`config.mk`:
```
export PLATFORM = sky130hd
export DESIGN_NAME = external_control
export DESIGN_NICKNAME = d
export VERILOG_FILES = /design/src/inc/ext_ctl_pkg.sv /design/src/rtl/contact_filter.sv /design/src/rtl/external_control.sv
export VERILOG_INCLUDE_DIRS = /design/src /design/src/inc
export SDC_FILE = /design/constraint.sdc
export NUM_CORES = 1
export LEC_CHECK = 0
export ABC_AREA = 1
export BUFFER_PORTS_ARGS = -buffer_cell sky130_fd_sc_hd__buf_2
export CORE_MARGIN = 5
export CORE_UTILIZATION = 40
export CTS_CLUSTER_DIAMETER = 80
export CTS_CLUSTER_SIZE = 14
export DETAILED_ROUTE_END_ITERATION = 8
export GPL_TIMING_DRIVEN = 1
export PLACE_DENSITY_LB_ADDON = 0.1
export SLEW_MARGIN = 20
export SYNTH_ARGS = -nofsm -noshare
export SYNTH_HDL_FRONTEND = slang
export SYNTH_SLANG_ARGS = --single-unit
```
`constraint.sdc`:
```
create_clock -name clk_i -period 2.6 [get_ports clk_i]
set_input_delay 0.13 -clock clk_i [delete_from_list [all_inputs] [get_ports clk_i]]
set_output_delay 0.13 -clock clk_i [all_outputs]
set_load 0.005 [all_outputs]
```
`src/inc/ext_ctl_map.svh`:
```
`ifndef EXT_CTL_MAP_SVH
`define EXT_CTL_MAP_SVH

// ----------------------------------------------------------------------------
// Timing
// ----------------------------------------------------------------------------
`define CLK_FREQ_KHZ      32'h0001_86A0
`define BOUNCE_MS         32'h0000_001E
`define STABLE_CYC_DEF    (`BOUNCE_MS * `CLK_FREQ_KHZ + 32'h0000_0001)

// ----------------------------------------------------------------------------
// Register byte offsets
// ----------------------------------------------------------------------------
`define REG_CTRL          8'h00
`define REG_STATUS        8'h04
`define REG_EVT_STAT      8'h08
`define REG_EVT_MASK      8'h0C
`define REG_HI_LIMIT      8'h10
`define REG_LO_LIMIT      8'h14
`define REG_POLL_BYTE     8'h18

// ----------------------------------------------------------------------------
// Field positions
// ----------------------------------------------------------------------------
`define CTRL_PULSE_MODE   0
`define CTRL_TALK_ONLY    1
`define ST_RUN            0
`define ST_PASS           1
`define ST_ALARM          2
`define ST_REMOTE         3
`define ST_TALKER         4
`define ST_LISTENER       5
`define ST_POLL_MODE      6
`define ST_SRQ            7
`define EV_END_MEAS       0
`define EV_END_RECALL     1
`define EV_EXT_SRQ        2
`define EV_SYNTAX         3
`define EV_ALARM          4
`define EV_MEM_FULL       5
`define POLL_RQS          6

// ----------------------------------------------------------------------------
// Widths and reset values
// ----------------------------------------------------------------------------
`define EV_W              6
`define CTRL_RST          2'h0
`define EV_MASK_RST       6'h00
`define HI_LIMIT_RST      32'h7FFF_FFFF
`define LO_LIMIT_RST      32'h8000_0000

`endif

```
`src/inc/ext_ctl_pkg.sv`:
```
`default_nettype none
package ext_ctl_pkg;

    // Pass sequencer states
    typedef enum logic [0:0] {
        SCAN_IDLE,
        SCAN_PASS
    } scan_state_e;

    // Bus messages decoded by the handshake front end
    typedef enum logic [3:0] {
        BC_NONE,
        BC_MLA,
        BC_MTA,
        BC_OTA,
        BC_UNL,
        BC_UNT,
        BC_SDC,
        BC_DCL,
        BC_GET,
        BC_SPE,
        BC_SPD,
        BC_GTL,
        BC_PPOLL,
        BC_IFC,
        BC_REN_ON,
        BC_REN_OFF
    } bus_cmd_e;

    typedef struct packed {
        logic     valid;
        bus_cmd_e code;
    } bus_cmd_s;

    typedef struct packed {
        logic remote;
        logic talker;
        logic listener;
        logic poll_mode;
    } bus_state_s;

endpackage
`default_nettype wire

```
`src/rtl/contact_filter.sv`:
```
`timescale 1ns/1ps
`default_nettype none
`include "ext_ctl_map.svh"
module contact_filter
    import ext_ctl_pkg::*;
#(
    parameter int unsigned STABLE_CYCLES = `STABLE_CYC_DEF
) (
    input  wire logic clk_i,
    input  wire logic rst_i,
    input  wire logic raw_i,
    output logic      level_o,
    output logic      rise_o
);

    logic [2:0]  sync;
    logic [31:0] stable_cnt;
    logic        agree;
    logic        differs;
    logic        accept;

    // ------------------------------------------------------------------------
    // Decisions
    // ------------------------------------------------------------------------
    // Only the second and third stages are compared; the first stage may be
    // metastable and feeds the second stage alone.
    assign agree   = (sync[1] == sync[2]);
    assign differs = agree && (sync[2] != level_o);
    assign accept  = differs && (stable_cnt == STABLE_CYCLES);

    // Three-stage synchroniser
    always_ff @(posedge clk_i) begin
        if (rst_i) begin
            sync <= 3'h0;
        end else begin
            sync <= {sync[1:0], raw_i};
        end
    end

    // New level must hold past the bounce window; any glitch restarts it
    always_ff @(posedge clk_i) begin
        if (rst_i || !differs || accept) begin
            stable_cnt <= 32'h0000_0000;
        end else begin
            stable_cnt <= stable_cnt + 32'h0000_0001;
        end
    end

    // Accepted level and its rising-edge pulse
    always_ff @(posedge clk_i) begin
        if (rst_i) begin
            level_o <= 1'b0;
            rise_o  <= 1'b0;
        end else begin
            rise_o  <= accept && sync[2];
            if (accept) begin
                level_o <= sync[2];
            end
        end
    end

endmodule
`default_nettype wire

```
`src/rtl/external_control.sv`:
```
// The address map and the Wishbone register port were chosen for this implementation.
`timescale 1ns/1ps
`default_nettype none
`include "ext_ctl_map.svh"
module external_control
    import ext_ctl_pkg::*;
#(
    parameter int unsigned STABLE_CYCLES = `STABLE_CYC_DEF
) (
    input  wire logic        clk_i,
    input  wire logic        rst_i,
    // Wishbone slave
    input  wire logic        wb_cyc_i,
    input  wire logic        wb_stb_i,
    input  wire logic        wb_we_i,
    input  wire logic [7:0]  wb_adr_i,
    input  wire logic [3:0]  wb_sel_i,
    input  wire logic [31:0] wb_dat_i,
    output logic [31:0]      wb_dat_o,
    output logic             wb_ack_o,
    output logic             irq_o,
    // Contacts
    input  wire logic        run_contact_i,
    input  wire logic        single_contact_i,
    input  wire logic        srq_contact_i,
    // Measurement engine
    input  wire logic        interval_tick_i,
    input  wire logic        pass_done_i,
    input  wire logic        meas_valid_i,
    input  wire logic [31:0] meas_value_i,
    input  wire logic        recall_done_i,
    input  wire logic        syntax_err_i,
    input  wire logic        mem_full_i,
    output logic             pass_start_o,
    output logic             scan_busy_n_o,
    output logic             alarm_close_o,
    // Bus front end
    input  wire bus_cmd_s    bus_cmd_i,
    input  wire logic        poll_byte_sent_i,
    output bus_state_s       bus_state_o,
    output logic [7:0]       poll_byte_o,
    output logic             srq_o,
    output logic             srq_oe_o
);

    // ------------------------------------------------------------------------
    // Declarations
    // ------------------------------------------------------------------------
    logic [1:0]        ctrl;
    logic [`EV_W-1:0]  evt_stat;
    logic [`EV_W-1:0]  evt_mask;
    logic [`EV_W-1:0]  srq_pend;
    logic [31:0]       hi_limit;
    logic [31:0]       lo_limit;
    logic              rqs;
    logic              run_toggle;
    logic              single_pend;
    logic              alarm;
    scan_state_e       state;
    scan_state_e       next_state;
    bus_state_s        bstate;
    bus_state_s        next_bstate;

    logic              run_level;
    logic              run_rise;
    logic              single_rise;
    logic              srq_rise;
    logic              run;
    logic              bus_trigger;
    logic              start_pass;
    logic              hit;
    logic [`EV_W-1:0]  events;
    logic              bus_clear;
    logic              poll_done;

    logic              wb_req;
    logic              wb_wr;
    logic              wb_rd;
    logic [31:0]       rd_mux;
    logic [31:0]       wmask;

    // ------------------------------------------------------------------------
    // Helpers
    // ------------------------------------------------------------------------
    // Byte-lane merge, shared by the control, mask and limit registers
    function automatic logic [31:0] lane_merge(input logic [31:0] old,
                                               input logic [31:0] nw,
                                               input logic [31:0] m);
        lane_merge = (old & ~m) | (nw & m);
    endfunction

    // Sticky update: a set in the same cycle as the clear wins
    function automatic logic [`EV_W-1:0] sticky(input logic [`EV_W-1:0] cur,
                                                input logic [`EV_W-1:0] set,
                                                input logic [`EV_W-1:0] clr);
        sticky = (cur & ~clr) | set;
    endfunction

    // ------------------------------------------------------------------------
    // Contact conditioning
    // ------------------------------------------------------------------------
    contact_filter #(
        .STABLE_CYCLES (STABLE_CYCLES)
    ) u_run_filter (
        .clk_i   (clk_i),
        .rst_i   (rst_i),
        .raw_i   (run_contact_i),
        .level_o (run_level),
        .rise_o  (run_rise)
    );

    contact_filter #(
        .STABLE_CYCLES (STABLE_CYCLES)
    ) u_single_filter (
        .clk_i   (clk_i),
        .rst_i   (rst_i),
        .raw_i   (single_contact_i),
        .level_o (),
        .rise_o  (single_rise)
    );

    contact_filter #(
        .STABLE_CYCLES (STABLE_CYCLES)
    ) u_srq_filter (
        .clk_i   (clk_i),
        .rst_i   (rst_i),
        .raw_i   (srq_contact_i),
        .level_o (),
        .rise_o  (srq_rise)
    );

    // ------------------------------------------------------------------------
    // Scan control
    // ------------------------------------------------------------------------
    // Level mode follows the contact; pulse mode flips on each closure
    assign run = ctrl[`CTRL_PULSE_MODE] ? run_toggle : run_level;
    assign bus_trigger = bus_cmd_i.valid && (bus_cmd_i.code == BC_GET)
                         && bstate.listener;
    // A one-pass request arriving mid-pass is kept and served right after it
    assign start_pass = (state == SCAN_IDLE)
                        && (single_pend || (run && interval_tick_i));
    assign next_state = (state == SCAN_IDLE) ? (start_pass ? SCAN_PASS : SCAN_IDLE)
                        : (pass_done_i ? SCAN_IDLE : SCAN_PASS);

    // Toggle for pulse mode, cleared when leaving it so level mode is clean
    always_ff @(posedge clk_i) begin
        if (rst_i || !ctrl[`CTRL_PULSE_MODE]) begin
            run_toggle <= 1'b0;
        end else if (run_rise) begin
            run_toggle <= !run_toggle;
        end
    end

    // One-pass request holder: contact pulse or bus trigger
    always_ff @(posedge clk_i) begin
        if (rst_i) begin
            single_pend <= 1'b0;
        end else if (single_rise || bus_trigger) begin
            single_pend <= 1'b1;
        end else if (start_pass) begin
            single_pend <= 1'b0;
        end
    end

    // Pass sequencer; busy output is its own flop, loaded from the next state
    always_ff @(posedge clk_i) begin
        if (rst_i) begin
            state         <= SCAN_IDLE;
            pass_start_o  <= 1'b0;
            scan_busy_n_o <= 1'b1;
        end else begin
            state         <= next_state;
            pass_start_o  <= start_pass;
            scan_busy_n_o <= (next_state != SCAN_PASS);
        end
    end

    // ------------------------------------------------------------------------
    // Alarm contact
    // ------------------------------------------------------------------------
    // Judged per value in one cycle, far inside the response limit
    assign hit = ($signed(meas_value_i) > $signed(hi_limit))
                 || ($signed(meas_value_i) < $signed(lo_limit));

    always_ff @(posedge clk_i) begin
        if (rst_i) begin
            alarm <= 1'b0;
        end else if (meas_valid_i) begin
            alarm <= hit;
        end
    end
    assign alarm_close_o = alarm;

    // ------------------------------------------------------------------------
    // Events
    // ------------------------------------------------------------------------
    assign events[`EV_END_MEAS]   = (state == SCAN_PASS) && pass_done_i;
    assign events[`EV_END_RECALL] = recall_done_i;
    assign events[`EV_EXT_SRQ]    = srq_rise;
    assign events[`EV_SYNTAX]     = syntax_err_i;
    assign events[`EV_ALARM]      = meas_valid_i && hit && !alarm;
    assign events[`EV_MEM_FULL]   = mem_full_i;

    // ------------------------------------------------------------------------
    // Bus interface functions
    // ------------------------------------------------------------------------
    assign bus_clear = bus_cmd_i.valid && ((bus_cmd_i.code == BC_DCL)
                       || (bus_cmd_i.code == BC_IFC)
                       || ((bus_cmd_i.code == BC_SDC) && bstate.listener));
    assign poll_done = poll_byte_sent_i && bstate.talker && bstate.poll_mode;

    // Addressing; parallel-poll messages fall through untouched
    always_comb begin
        next_bstate = bstate;
        if (bus_cmd_i.valid) begin
            unique case (bus_cmd_i.code)
                BC_MLA: begin
                    next_bstate.listener = 1'b1;
                    next_bstate.talker   = 1'b0;
                    if (bstate.remote || bstate.listener) begin
                        next_bstate.remote = 1'b1;
                    end
                end
                BC_MTA: begin
                    next_bstate.talker   = 1'b1;
                    next_bstate.listener = 1'b0;
                end
                BC_OTA, BC_UNT: next_bstate.talker = 1'b0;
                BC_UNL: next_bstate.listener = 1'b0;
                BC_SPE: next_bstate.poll_mode = 1'b1;
                BC_SPD: next_bstate.poll_mode = 1'b0;
                BC_GTL: begin
                    if (bstate.listener) begin
                        next_bstate.remote = 1'b0;
                    end
                end
                BC_REN_ON: next_bstate.remote = bstate.listener;
                BC_REN_OFF: next_bstate.remote = 1'b0;
                BC_IFC: begin
                    next_bstate.talker    = 1'b0;
                    next_bstate.listener  = 1'b0;
                    next_bstate.poll_mode = 1'b0;
                end
                BC_DCL, BC_SDC: next_bstate.poll_mode = bstate.poll_mode && !bus_clear;
                BC_NONE, BC_GET, BC_PPOLL: next_bstate = bstate;
            endcase
        end
        // Talk-only: always talking, never listening, needs no controller
        if (ctrl[`CTRL_TALK_ONLY]) begin
            next_bstate.talker   = 1'b1;
            next_bstate.listener = 1'b0;
        end
    end

    always_ff @(posedge clk_i) begin
        if (rst_i) begin
            bstate <= '0;
        end else begin
            bstate <= next_bstate;
        end
    end
    assign bus_state_o = bstate;

    // Pending service causes; a poll clears what it reported, clear keeps only this cycle's events
    always_ff @(posedge clk_i) begin
        if (rst_i) begin
            srq_pend <= '0;
            rqs      <= 1'b0;
        end else if (bus_clear) begin
            srq_pend <= events;
            rqs      <= |events;
        end else begin
            srq_pend <= sticky(srq_pend, events, poll_done ? srq_pend : '0);
            rqs      <= (|events) || (rqs && !poll_done);
        end
    end

    // Status byte for serial poll; line pulled while request stands
    always_ff @(posedge clk_i) begin
        if (rst_i) begin
            poll_byte_o <= 8'h00;
        end else begin
            poll_byte_o <= {1'b0, rqs, srq_pend};
        end
    end
    assign srq_o    = 1'b0;
    assign srq_oe_o = rqs;

    // ------------------------------------------------------------------------
    // Register bus
    // ------------------------------------------------------------------------
    assign wb_req = wb_cyc_i && wb_stb_i && !wb_ack_o;
    assign wb_wr  = wb_req && wb_we_i;
    assign wb_rd  = wb_req && !wb_we_i;
    assign wmask  = {{8{wb_sel_i[3]}}, {8{wb_sel_i[2]}},
                     {8{wb_sel_i[1]}}, {8{wb_sel_i[0]}}};

    // Read selection; unmapped offsets read as zero and are still acked
    always_comb begin
        rd_mux = 32'h0000_0000;
        unique case (wb_adr_i)
            `REG_CTRL:      rd_mux = {30'h0000_0000, ctrl};
            `REG_STATUS:    rd_mux = {24'h00_0000, rqs, bstate.poll_mode,
                                      bstate.listener, bstate.talker, bstate.remote,
                                      alarm, (state == SCAN_PASS), run};
            `REG_EVT_STAT:  rd_mux = {26'h000_0000, evt_stat};
            `REG_EVT_MASK:  rd_mux = {26'h000_0000, evt_mask};
            `REG_HI_LIMIT:  rd_mux = hi_limit;
            `REG_LO_LIMIT:  rd_mux = lo_limit;
            `REG_POLL_BYTE: rd_mux = {24'h00_0000, poll_byte_o};
            default:        rd_mux = 32'h0000_0000;
        endcase
    end

    // Ack one cycle after the strobe, dropped the cycle after
    always_ff @(posedge clk_i) begin
        if (rst_i) begin
            wb_ack_o <= 1'b0;
            wb_dat_o <= 32'h0000_0000;
        end else begin
            wb_ack_o <= wb_req;
            if (wb_rd) begin
                wb_dat_o <= rd_mux;
            end
        end
    end

    // Writable registers
    always_ff @(posedge clk_i) begin
        if (rst_i) begin
            ctrl     <= `CTRL_RST;
            evt_mask <= `EV_MASK_RST;
            hi_limit <= `HI_LIMIT_RST;
            lo_limit <= `LO_LIMIT_RST;
        end else if (wb_wr) begin
            if (wb_adr_i == `REG_CTRL) begin
                ctrl <= 2'(lane_merge({30'h0000_0000, ctrl}, wb_dat_i, wmask));
            end
            if (wb_adr_i == `REG_EVT_MASK) begin
                evt_mask <= `EV_W'(lane_merge({26'h000_0000, evt_mask}, wb_dat_i,
                                              wmask));
            end
            if (wb_adr_i == `REG_HI_LIMIT) begin
                hi_limit <= lane_merge(hi_limit, wb_dat_i, wmask);
            end
            if (wb_adr_i == `REG_LO_LIMIT) begin
                lo_limit <= lane_merge(lo_limit, wb_dat_i, wmask);
            end
        end
    end

    // Event status: write one to clear, new events win over the clear
    always_ff @(posedge clk_i) begin
        if (rst_i) begin
            evt_stat <= '0;
        end else begin
            evt_stat <= sticky(evt_stat, events,
                               (wb_wr && (wb_adr_i == `REG_EVT_STAT) && wb_sel_i[0])
                               ? wb_dat_i[`EV_W-1:0] : '0);
        end
    end

    // Level interrupt
    assign irq_o = |(evt_stat & evt_mask);

endmodule
`default_nettype wire

```
======== Word level (Yosys, flattened, before mapping) ========
Cells that the tools add are included.
word-level totals
  logic and storage cells ................. 181
  input port bits ......................... 96
  register bits after elaboration ......... 247
  output and inout bits ................... 51
operators by class
  bitwise operators ....................... 19
  equality and inequality tests ........... 31
  magnitude comparators ................... 2
  add/sub/neg operators ................... 3
  reduce and logical (&&, ||, !) cells .... 74
  mux-type cells .......................... 19
operator list
  cell                     number
  $pmux W32 S7             1
  $add A32 B1 Y32 const B  3
  $and A32 B32 Y32         3
  $eq A32 B22 Y1 const B   3
  $or A32 B32 Y32          2
  $gt A32 B32 Y1           1
  $lt A32 B32 Y1           1
  $not A32 Y32             1
  $eq A4 B4 Y1 const B     7
  $logic_and A1 B1 Y1      28
  $and A6 B6 Y6            4
  $eq A8 B5 Y1 const B     3
  $mux W6                  3
  $or A6 B6 Y6             3
  $eq A4 B3 Y1 const B     4
  $eq A8 B4 Y1 const B     2
  $logic_or A1 B1 Y1       14
  $reduce_and A2 Y1        7
  $not A6 Y6               2
  $reduce_or A6 Y1         2
  $logic_not A1 Y1         10
  $mux W1                  9
  $eq A4 B2 Y1 const B     2
  $eq A8 B3 Y1 const B     1
  20 further kinds         32

======== Logic depth before layout (Yosys ltp) ========
Gate-level depths: netlist (run 1).
  depth in word-level cells ............... 9
  gate-level depth with buffers ........... 18
  mapped depth without buffers ............ 18

======== Hierarchy ========
From an unflattened synthesis (run 1), not the netlist that was laid out.
second synthesis, totals
  cell total of the unflattened synthesis .. 1961
  area, all modules ....................... 13533.0 µm²
by module, submodules not included
  module            area an instance (µm²)  cells an instance  instances
  external_control  7031.7                  935                1
  contact_filter    2167.1                  342                3

======== Worst setup path before layout (run 1) ========
No wires, ideal clock.
  kind .................................... flip-flop to flip-flop
  start point ............................. register u_srq_filter.stable_cnt[0]
  end point ............................... register u_srq_filter.stable_cnt[28]
  cell stages (with the launch flop) ...... 14
  clock period less this slack ............ 1.828 ns
  library setup time ...................... 0.117 ns
  setup slack ............................. 0.772 ns
  arrival ................................. 1.711 ns
  buffers on the path ..................... 0
  cells stage by stage .................... dfxtp_1 > ha_1 > nand3_2 > nor2_4 > nand2_2 > nor2_4 > nand2_4 > nor2_4 > nand3_2 > nor3_4 > nand3_1 > xnor2_1 > inv_1 > nor2_2
between the ends
  longest elaborated chain between the ends .. 3
RTL lines
  item                                                                     RTL line              RTL
  from (decl)                                                              contact_filter.sv:17  logic [31:0] stable_cnt;
  from (signal assigned)                                                   contact_filter.sv:45  stable_cnt <= stable_cnt + 32'h0000_0001;
  parallel branches: the longest is 3 deep, another holds $add A32 B1 Y32  n/a
Parallel ways; which one is timed is not known.
A chain may end at the register's enable or synchronous reset.

==> results of run 1 <==
worst min-delay path, cell delays in order:
cell	delay, ps
buf_2	130
nand2_1	90
nor2_1	50
a21oi_1	120
what timing repair did:
| item | in CTS | in global routing |
|---|---|---|
| endpoints found under the setup margin | 0 | 3 |
| hold buffers | 44 | 0 |
| endpoints found under the hold margin | 87 | 0 |
| resized for setup | 0 | 1 |
kinds of logic (layout without fill, tap and decap cells):
| group | Yosys count | after routing | share of synthesized area [%] |
|---|---|---|---|
| AND/OR/NAND/NOR | 697 | 697 | 26.44 |
| AO/OA/AOI/OAI | 335 | 335 | 15.29 |
| buffers and inverters | 286 | 465 | 9.069 |
| flip-flops | 246 | 246 | 39.79 |
| adder cells (fa/ha/maj) | 69 | 69 | 6.976 |
| XOR/XNOR | 34 | 34 | 2.406 |
| other | 1 | 2 | 0.03030 |
cell type report:
| type | count | share of cell area, % |
|---|---|---|
| well taps | 396 | 3.421 |
| inverters | 238 | 6.167 |
| multi-input cells | 1137 | 43.78 |
| clock buffers | 22 | 3.654 |
| repair buffers | 204 | 8.932 |
| flip-flops and latches | 246 | 34.00 |
| clock inverters | 1 | 0.05183 |
path summary, 6_finish.rpt:
| path | from | endpoint | slack, ps | cells past startpoint |
|---|---|---|---|---|
| setup / recovery | flip-flop | srq_oe_o | 370 | 13 |
| hold / removal | bus_cmd_i[3] | bus_state_o[3] | 60 | 4 |
| setup reg to reg | flip-flop | srq_oe_o | 370 | 13 |
| hold reg to reg | u_run_filter.sync[0] | u_run_filter.sync[1] | 400 | 2 |
placed cells by master (no fill, tap or decap), types with 21 or more instances in the layout:
cell type | netlist | final
nand4_1 | 34 | 34
nand2_1 | 305 | 305
ha_1 | 69 | 69
dlygate4sd3_1 | 0 | 44
xor2_1 | 27 | 27
o22ai_1 | 30 | 30
o21ai_0 | 69 | 69
inv_1 | 234 | 233
nor3_1 | 59 | 59
nand3_1 | 68 | 68
nor2_1 | 144 | 143
dfxtp_1 | 246 | 246
clkbuf_16 | 0 | 21
o211ai_1 | 30 | 30
a21oi_1 | 165 | 165
buf_2 | 9 | 144
through the flow:
step	power (µW)	cell area (µm²)
after floorplan	4097	12380
after global placement	4291	13500
after detailed placement	4295	13500
after CTS	7195	14480
after global routing	7373	14490
final	7079	14490
per-layer routing:
layer | vias to the layer above | track usage [%] | part of all wire (%)
met3 | 44 | 2.501 | 5.2
met1 | 5189 | 27.63 | 47
met2 | 241 | 33.45 | 45
li1 | 5889 | - | -
met5 | - | 0 | 0
met4 | 0 | 4.663 | 2.3
power by group:
group	internal [µW]	switching [µW]	total [µW]	leakage, µW
Combinational	187	261	449	0.00369
Clock	1440	1380	2820	0.000260
Sequential	3790	19.7	3810	0.00199
==> flow_summary.yaml, run 1 <==
sta:
  rsz0062_at_grt: "no"
  fmax_ghz: 0.4494
  maxSlewViolCount: 0
  finalCritPeriodShare_pct: 85.59
  setup_viol: 0
  hold_slack_ps: 57.62
  slew_headroom_pct: 45.85
  finClkSkew_ps: 9.515
  fin_ws_ps: 374.8
  worst_slew_pin_slew_ps: 803.8
  period_needed_ps: 2225
  fin_tns_setup_ps: 0
  finalHoldViolations: 0
cells_and_area:
  n_fill_cell: 3115
  register_area_mm2: 0.004925
  drive_gt1_share_pct: 13.42
  area_growth_pct: 17.05
  stdcell_count: 2244
  post-route-util_pct: 47.35
  multi_input_area_mm2: 0.006341
  fin_nets: 2013
  antenna_cells: 0
clocking:
  clock-sinks: 246
  path_clk_slew_ps: 70
  cts_buffers: 21
  htreeDepth: 1
  cts_setup_buffers: 0
  clk_latency_ps: 510
  cts_buffer_depth: 3
  cts_tree: "yes"
  cts_root_buf: "clkbuf_16"
floorplan:
  boundaryPins: 147
  die_area_mm2: 0.03456
  initial_core_util_pct: 40.46
  die_y_um: 185.9
  dieWidth_um: 185.9
  coreArea_mm2: 0.03059
  core.rowCount: 64
drt:
  wirelength_um: 35060
  drc: 0
  vias_per_cell: 5.064
  dr.first_iter.drc_count: 693
  first_pass_iters: 5
  antenna_left: 0
  vias: 11360
  drt-wirelength-per-cell_um: 15.62
placement:
  dp.cells: 2177
  io_buffers: 144
  pre_cts_slack_ps: 181.9
  hpwl_um: 26380
  place_congestion: 0.8601
critical_path:
  crit_chain: "inv_1 > ha_1 > nand4_1 > nor3_1 > nand2_1 > nor3_1 > nand2_1 > nand2_1 > nand2_1 > nand2_1 > nand2_1 > nand3_1 > a21oi_1"
  worst-setup-path-type: "reg2reg"
  cp_data_required_time_ps: 2960
  slowest_stage: "ha_1"
  worst_setup_path_end_kind: "flip-flop"
  cp_max_fo: 5
  critPathLaunchType: "flip-flop"
  slowest_delay_ps: 370
  cp_num_buf_inv: 1
  cp_top_family: "simple AND/OR/NAND/NOR gates"
  path_common_cell: "nand2_1"
  cp.arrival_ps: 2580
logic_synthesis:
  syn_area_mm2: 0.01238
  synth_edf_count: 0
  synth_ff_type: "dfxtp_1"
  synth.avg_cell_area_um2: 7.419
  yosys.area.top_type: "dfxtp_1"
  synth.area.top_cells: "dfxtp_1 40%, nand2_1 9.3%, inv_1 7.1%"
  ys_top_cells_by_count: "305 x nand2_1, 246 x dfxtp_1, 234 x inv_1"
  synth_cell_types: 56
  ys_ff_latch: 246
  yosysTopAreaCellShare_pct: 39.79
  netlist_instances: 1668
  yosys_warnings: 0
  synth.most_common_cell: "nand2_1"
  ys_seq_area_share_pct: 39.79
  async_flop_share_pct: 0
pwr:
  cellPowerDensity_mw_per_mm2: 488.7
  vdd_ir_drop_max_uv: 534.8
  p_leak_uw: 0.005942
global_routing:
  grt_max_degree: 69
  antenna_found_initial: 0
  grt_pass1_wl_um: 56380
  track_usage_pct: 19.99
  grt_pass1_vias: 10990
  grt_remaining_overflow: 0
min_path:
  hp-class: "in2reg"
status:
  status: "finished, final reports clean"
flow_run:
  maxCapViolCount: 0
Note: power is estimated with default switching activity, not from simulation.
==> inputs of run 2 (changes only) <==
CORE_ASPECT_RATIO = 1.2   (was unset)
==> flow_summary.yaml, run 2 (synthesis results as in run 1) <==
global_routing:
  grt_pass1_vias: 10930
  grt_max_degree: 69
  grt_pass1_wl_um: 55190
  track_usage_pct: 19.30
  antenna_found_initial: 1
  grt_remaining_overflow: 0
clocking:
  clk_latency_ps: 510
  htreeDepth: 1
  clock-sinks: 246
  path_clk_slew_ps: 70
  cts_buffer_depth: 3
  cts_root_buf: "clkbuf_16"
  cts_buffers: 21
  cts_tree: "yes"
cells_and_area:
  n_fill_cell: 3101
  final_common_cell: "nand2_1"
  stdcell_count: 2243
  drive_gt1_share_pct: 13.28
  area_growth_pct: 16.89
  fin_nets: 2011
  layout_common_cells: "305 x nand2_1, 246 x dfxtp_1, 233 x inv_1, 165 x a21oi_1, 144 x buf_2"
  register_area_mm2: 0.004925
  multi_input_area_mm2: 0.006335
  fin_area_mm2: 0.01447
critical_path:
  cp_data_required_time_ps: 2950
  cp_max_fo: 4
  cp.arrival_ps: 2710
  worst_setup_path_end_kind: "flip-flop"
  worst-setup-path-type: "reg2reg"
  critPathLaunchType: "flip-flop"
drt:
  drt-wirelength-per-cell_um: 15.32
  dr.first_iter.drc_count: 671
  wl_met3_um: 1741
  top_layer: "met4"
  antenna_left: 0
  dr_wl_met2_um: 16770
  m1WireLength_um: 15000
  wirelength_um: 34360
  first_pass_iters: 5
  vias: 11320
  vias_per_cell: 5.045
  drc: 0
floorplan:
  die_area_mm2: 0.03457
  core.rowCount: 70
  boundaryPins: 147
  coreArea_mm2: 0.03048
  die_y_um: 202.7
  initial_core_util_pct: 40.60
  dieWidth_um: 170.6
status:
  status: "finished, final reports clean"
sta:
  slew_headroom_pct: 47.09
  hold_slack_ps: 24.26
  period_needed_ps: 2368
  worst_slew_pin_slew_ps: 793.6
  fin_tns_setup_ps: 0
  rsz0062_at_grt: "no"
  finalHoldViolations: 0
  fmax_ghz: 0.4222
  finClkSkew_ps: 16.16
  setup_viol: 0
  finalCritPeriodShare_pct: 91.09
  maxSlewViolCount: 0
pwr:
  vdd_ir_drop_max_uv: 352.7
  cellPowerDensity_mw_per_mm2: 487.1
  p_leak_uw: 0.005935
  design_power_total_uw: 7046
placement:
  dp.cells: 2175
  dpl_cell_area_mm2: 0.01349
  io_buffers: 144
  place_congestion: 0.8625
  hpwl_um: 25760
min_path:
  hp-class: "in2reg"
flow_run:
  maxCapViolCount: 0
[run 2: cell types whose count changed in the layout (fill, tap and decap cells not counted), sizes merged]
| cell | previous run | this run |
|---|---|---|
| clkinvlp | 1 | 0 |
| buf | 160 | 158 |
| clkbuf | 22 | 21 |
| diode | 0 | 2 |
| clkinv | 0 | 1 |
[run 2: where the power goes]
part / switching (µW) / internal (µW)
Combinational: 257 / 188
Sequential: 19.7 / 3790
Clock: 1360 / 1430
Total: 1630 / 5410
[run 2: area by class of cell]
type                       count  area share (%)
timing repair buffer         202           8.839
clock buffer                  21           3.633
multi-input combinational   1137           43.79
antenna                        2         0.03460
sequential                   246           34.04
clock inverter                 1         0.06054
inverter                     238           6.175
tap                          396           3.425
[run 2: final timing paths]
path,slack (ps),to,startpoint,cells past startpoint
setup / recovery,230,evt_stat[4],flip-flop,11
hold reg to reg,400,u_single_filter.sync[1],u_single_filter.sync[0],2
setup reg to reg,230,evt_stat[4],flip-flop,11
hold / removal,20,srq_pend[0],pass_done_i,3
[run 2: worst max-delay path, cell delays in order, from the launching register on]
cell	delay [ps]
dfxtp_1	320
inv_1	50
ha_1	330
nand2_1	90
nor2_1	140
nand2_1	110
nor4_1	450
nand4_1	270
nand3_1	150
nand2_1	90
nand3_1	140
a21oi_1	80
[run 2: metrics by stage]
stage / utilization, % / setup slack [ps]
after CTS: 47.45 / 155.4
after global placement: 44.25 / 187.1
after global routing: 47.45 / 14.24
after detailed placement: 44.25 / 173.7
after floorplan: - / 772.0
final: 47.46 / 231.7
[run 2: timing repair]
| item | 4_1_cts | 5_1_grt |
|---|---|---|
| gates resized for setup | 0 | 0 |
| hold buffers | 44 | 0 |
| endpoints found under the hold margin | 85 | 0 |
| buffers inserted | 0 | 0 |
[run 2: metal layers]
metal / up-vias / track usage (%)
li1: 5877 / -
met1: 5166 / 24.45
met2: 226 / 34.24
met3: 48 / 2.610
met4: 0 / 5.278
met5: - / 0
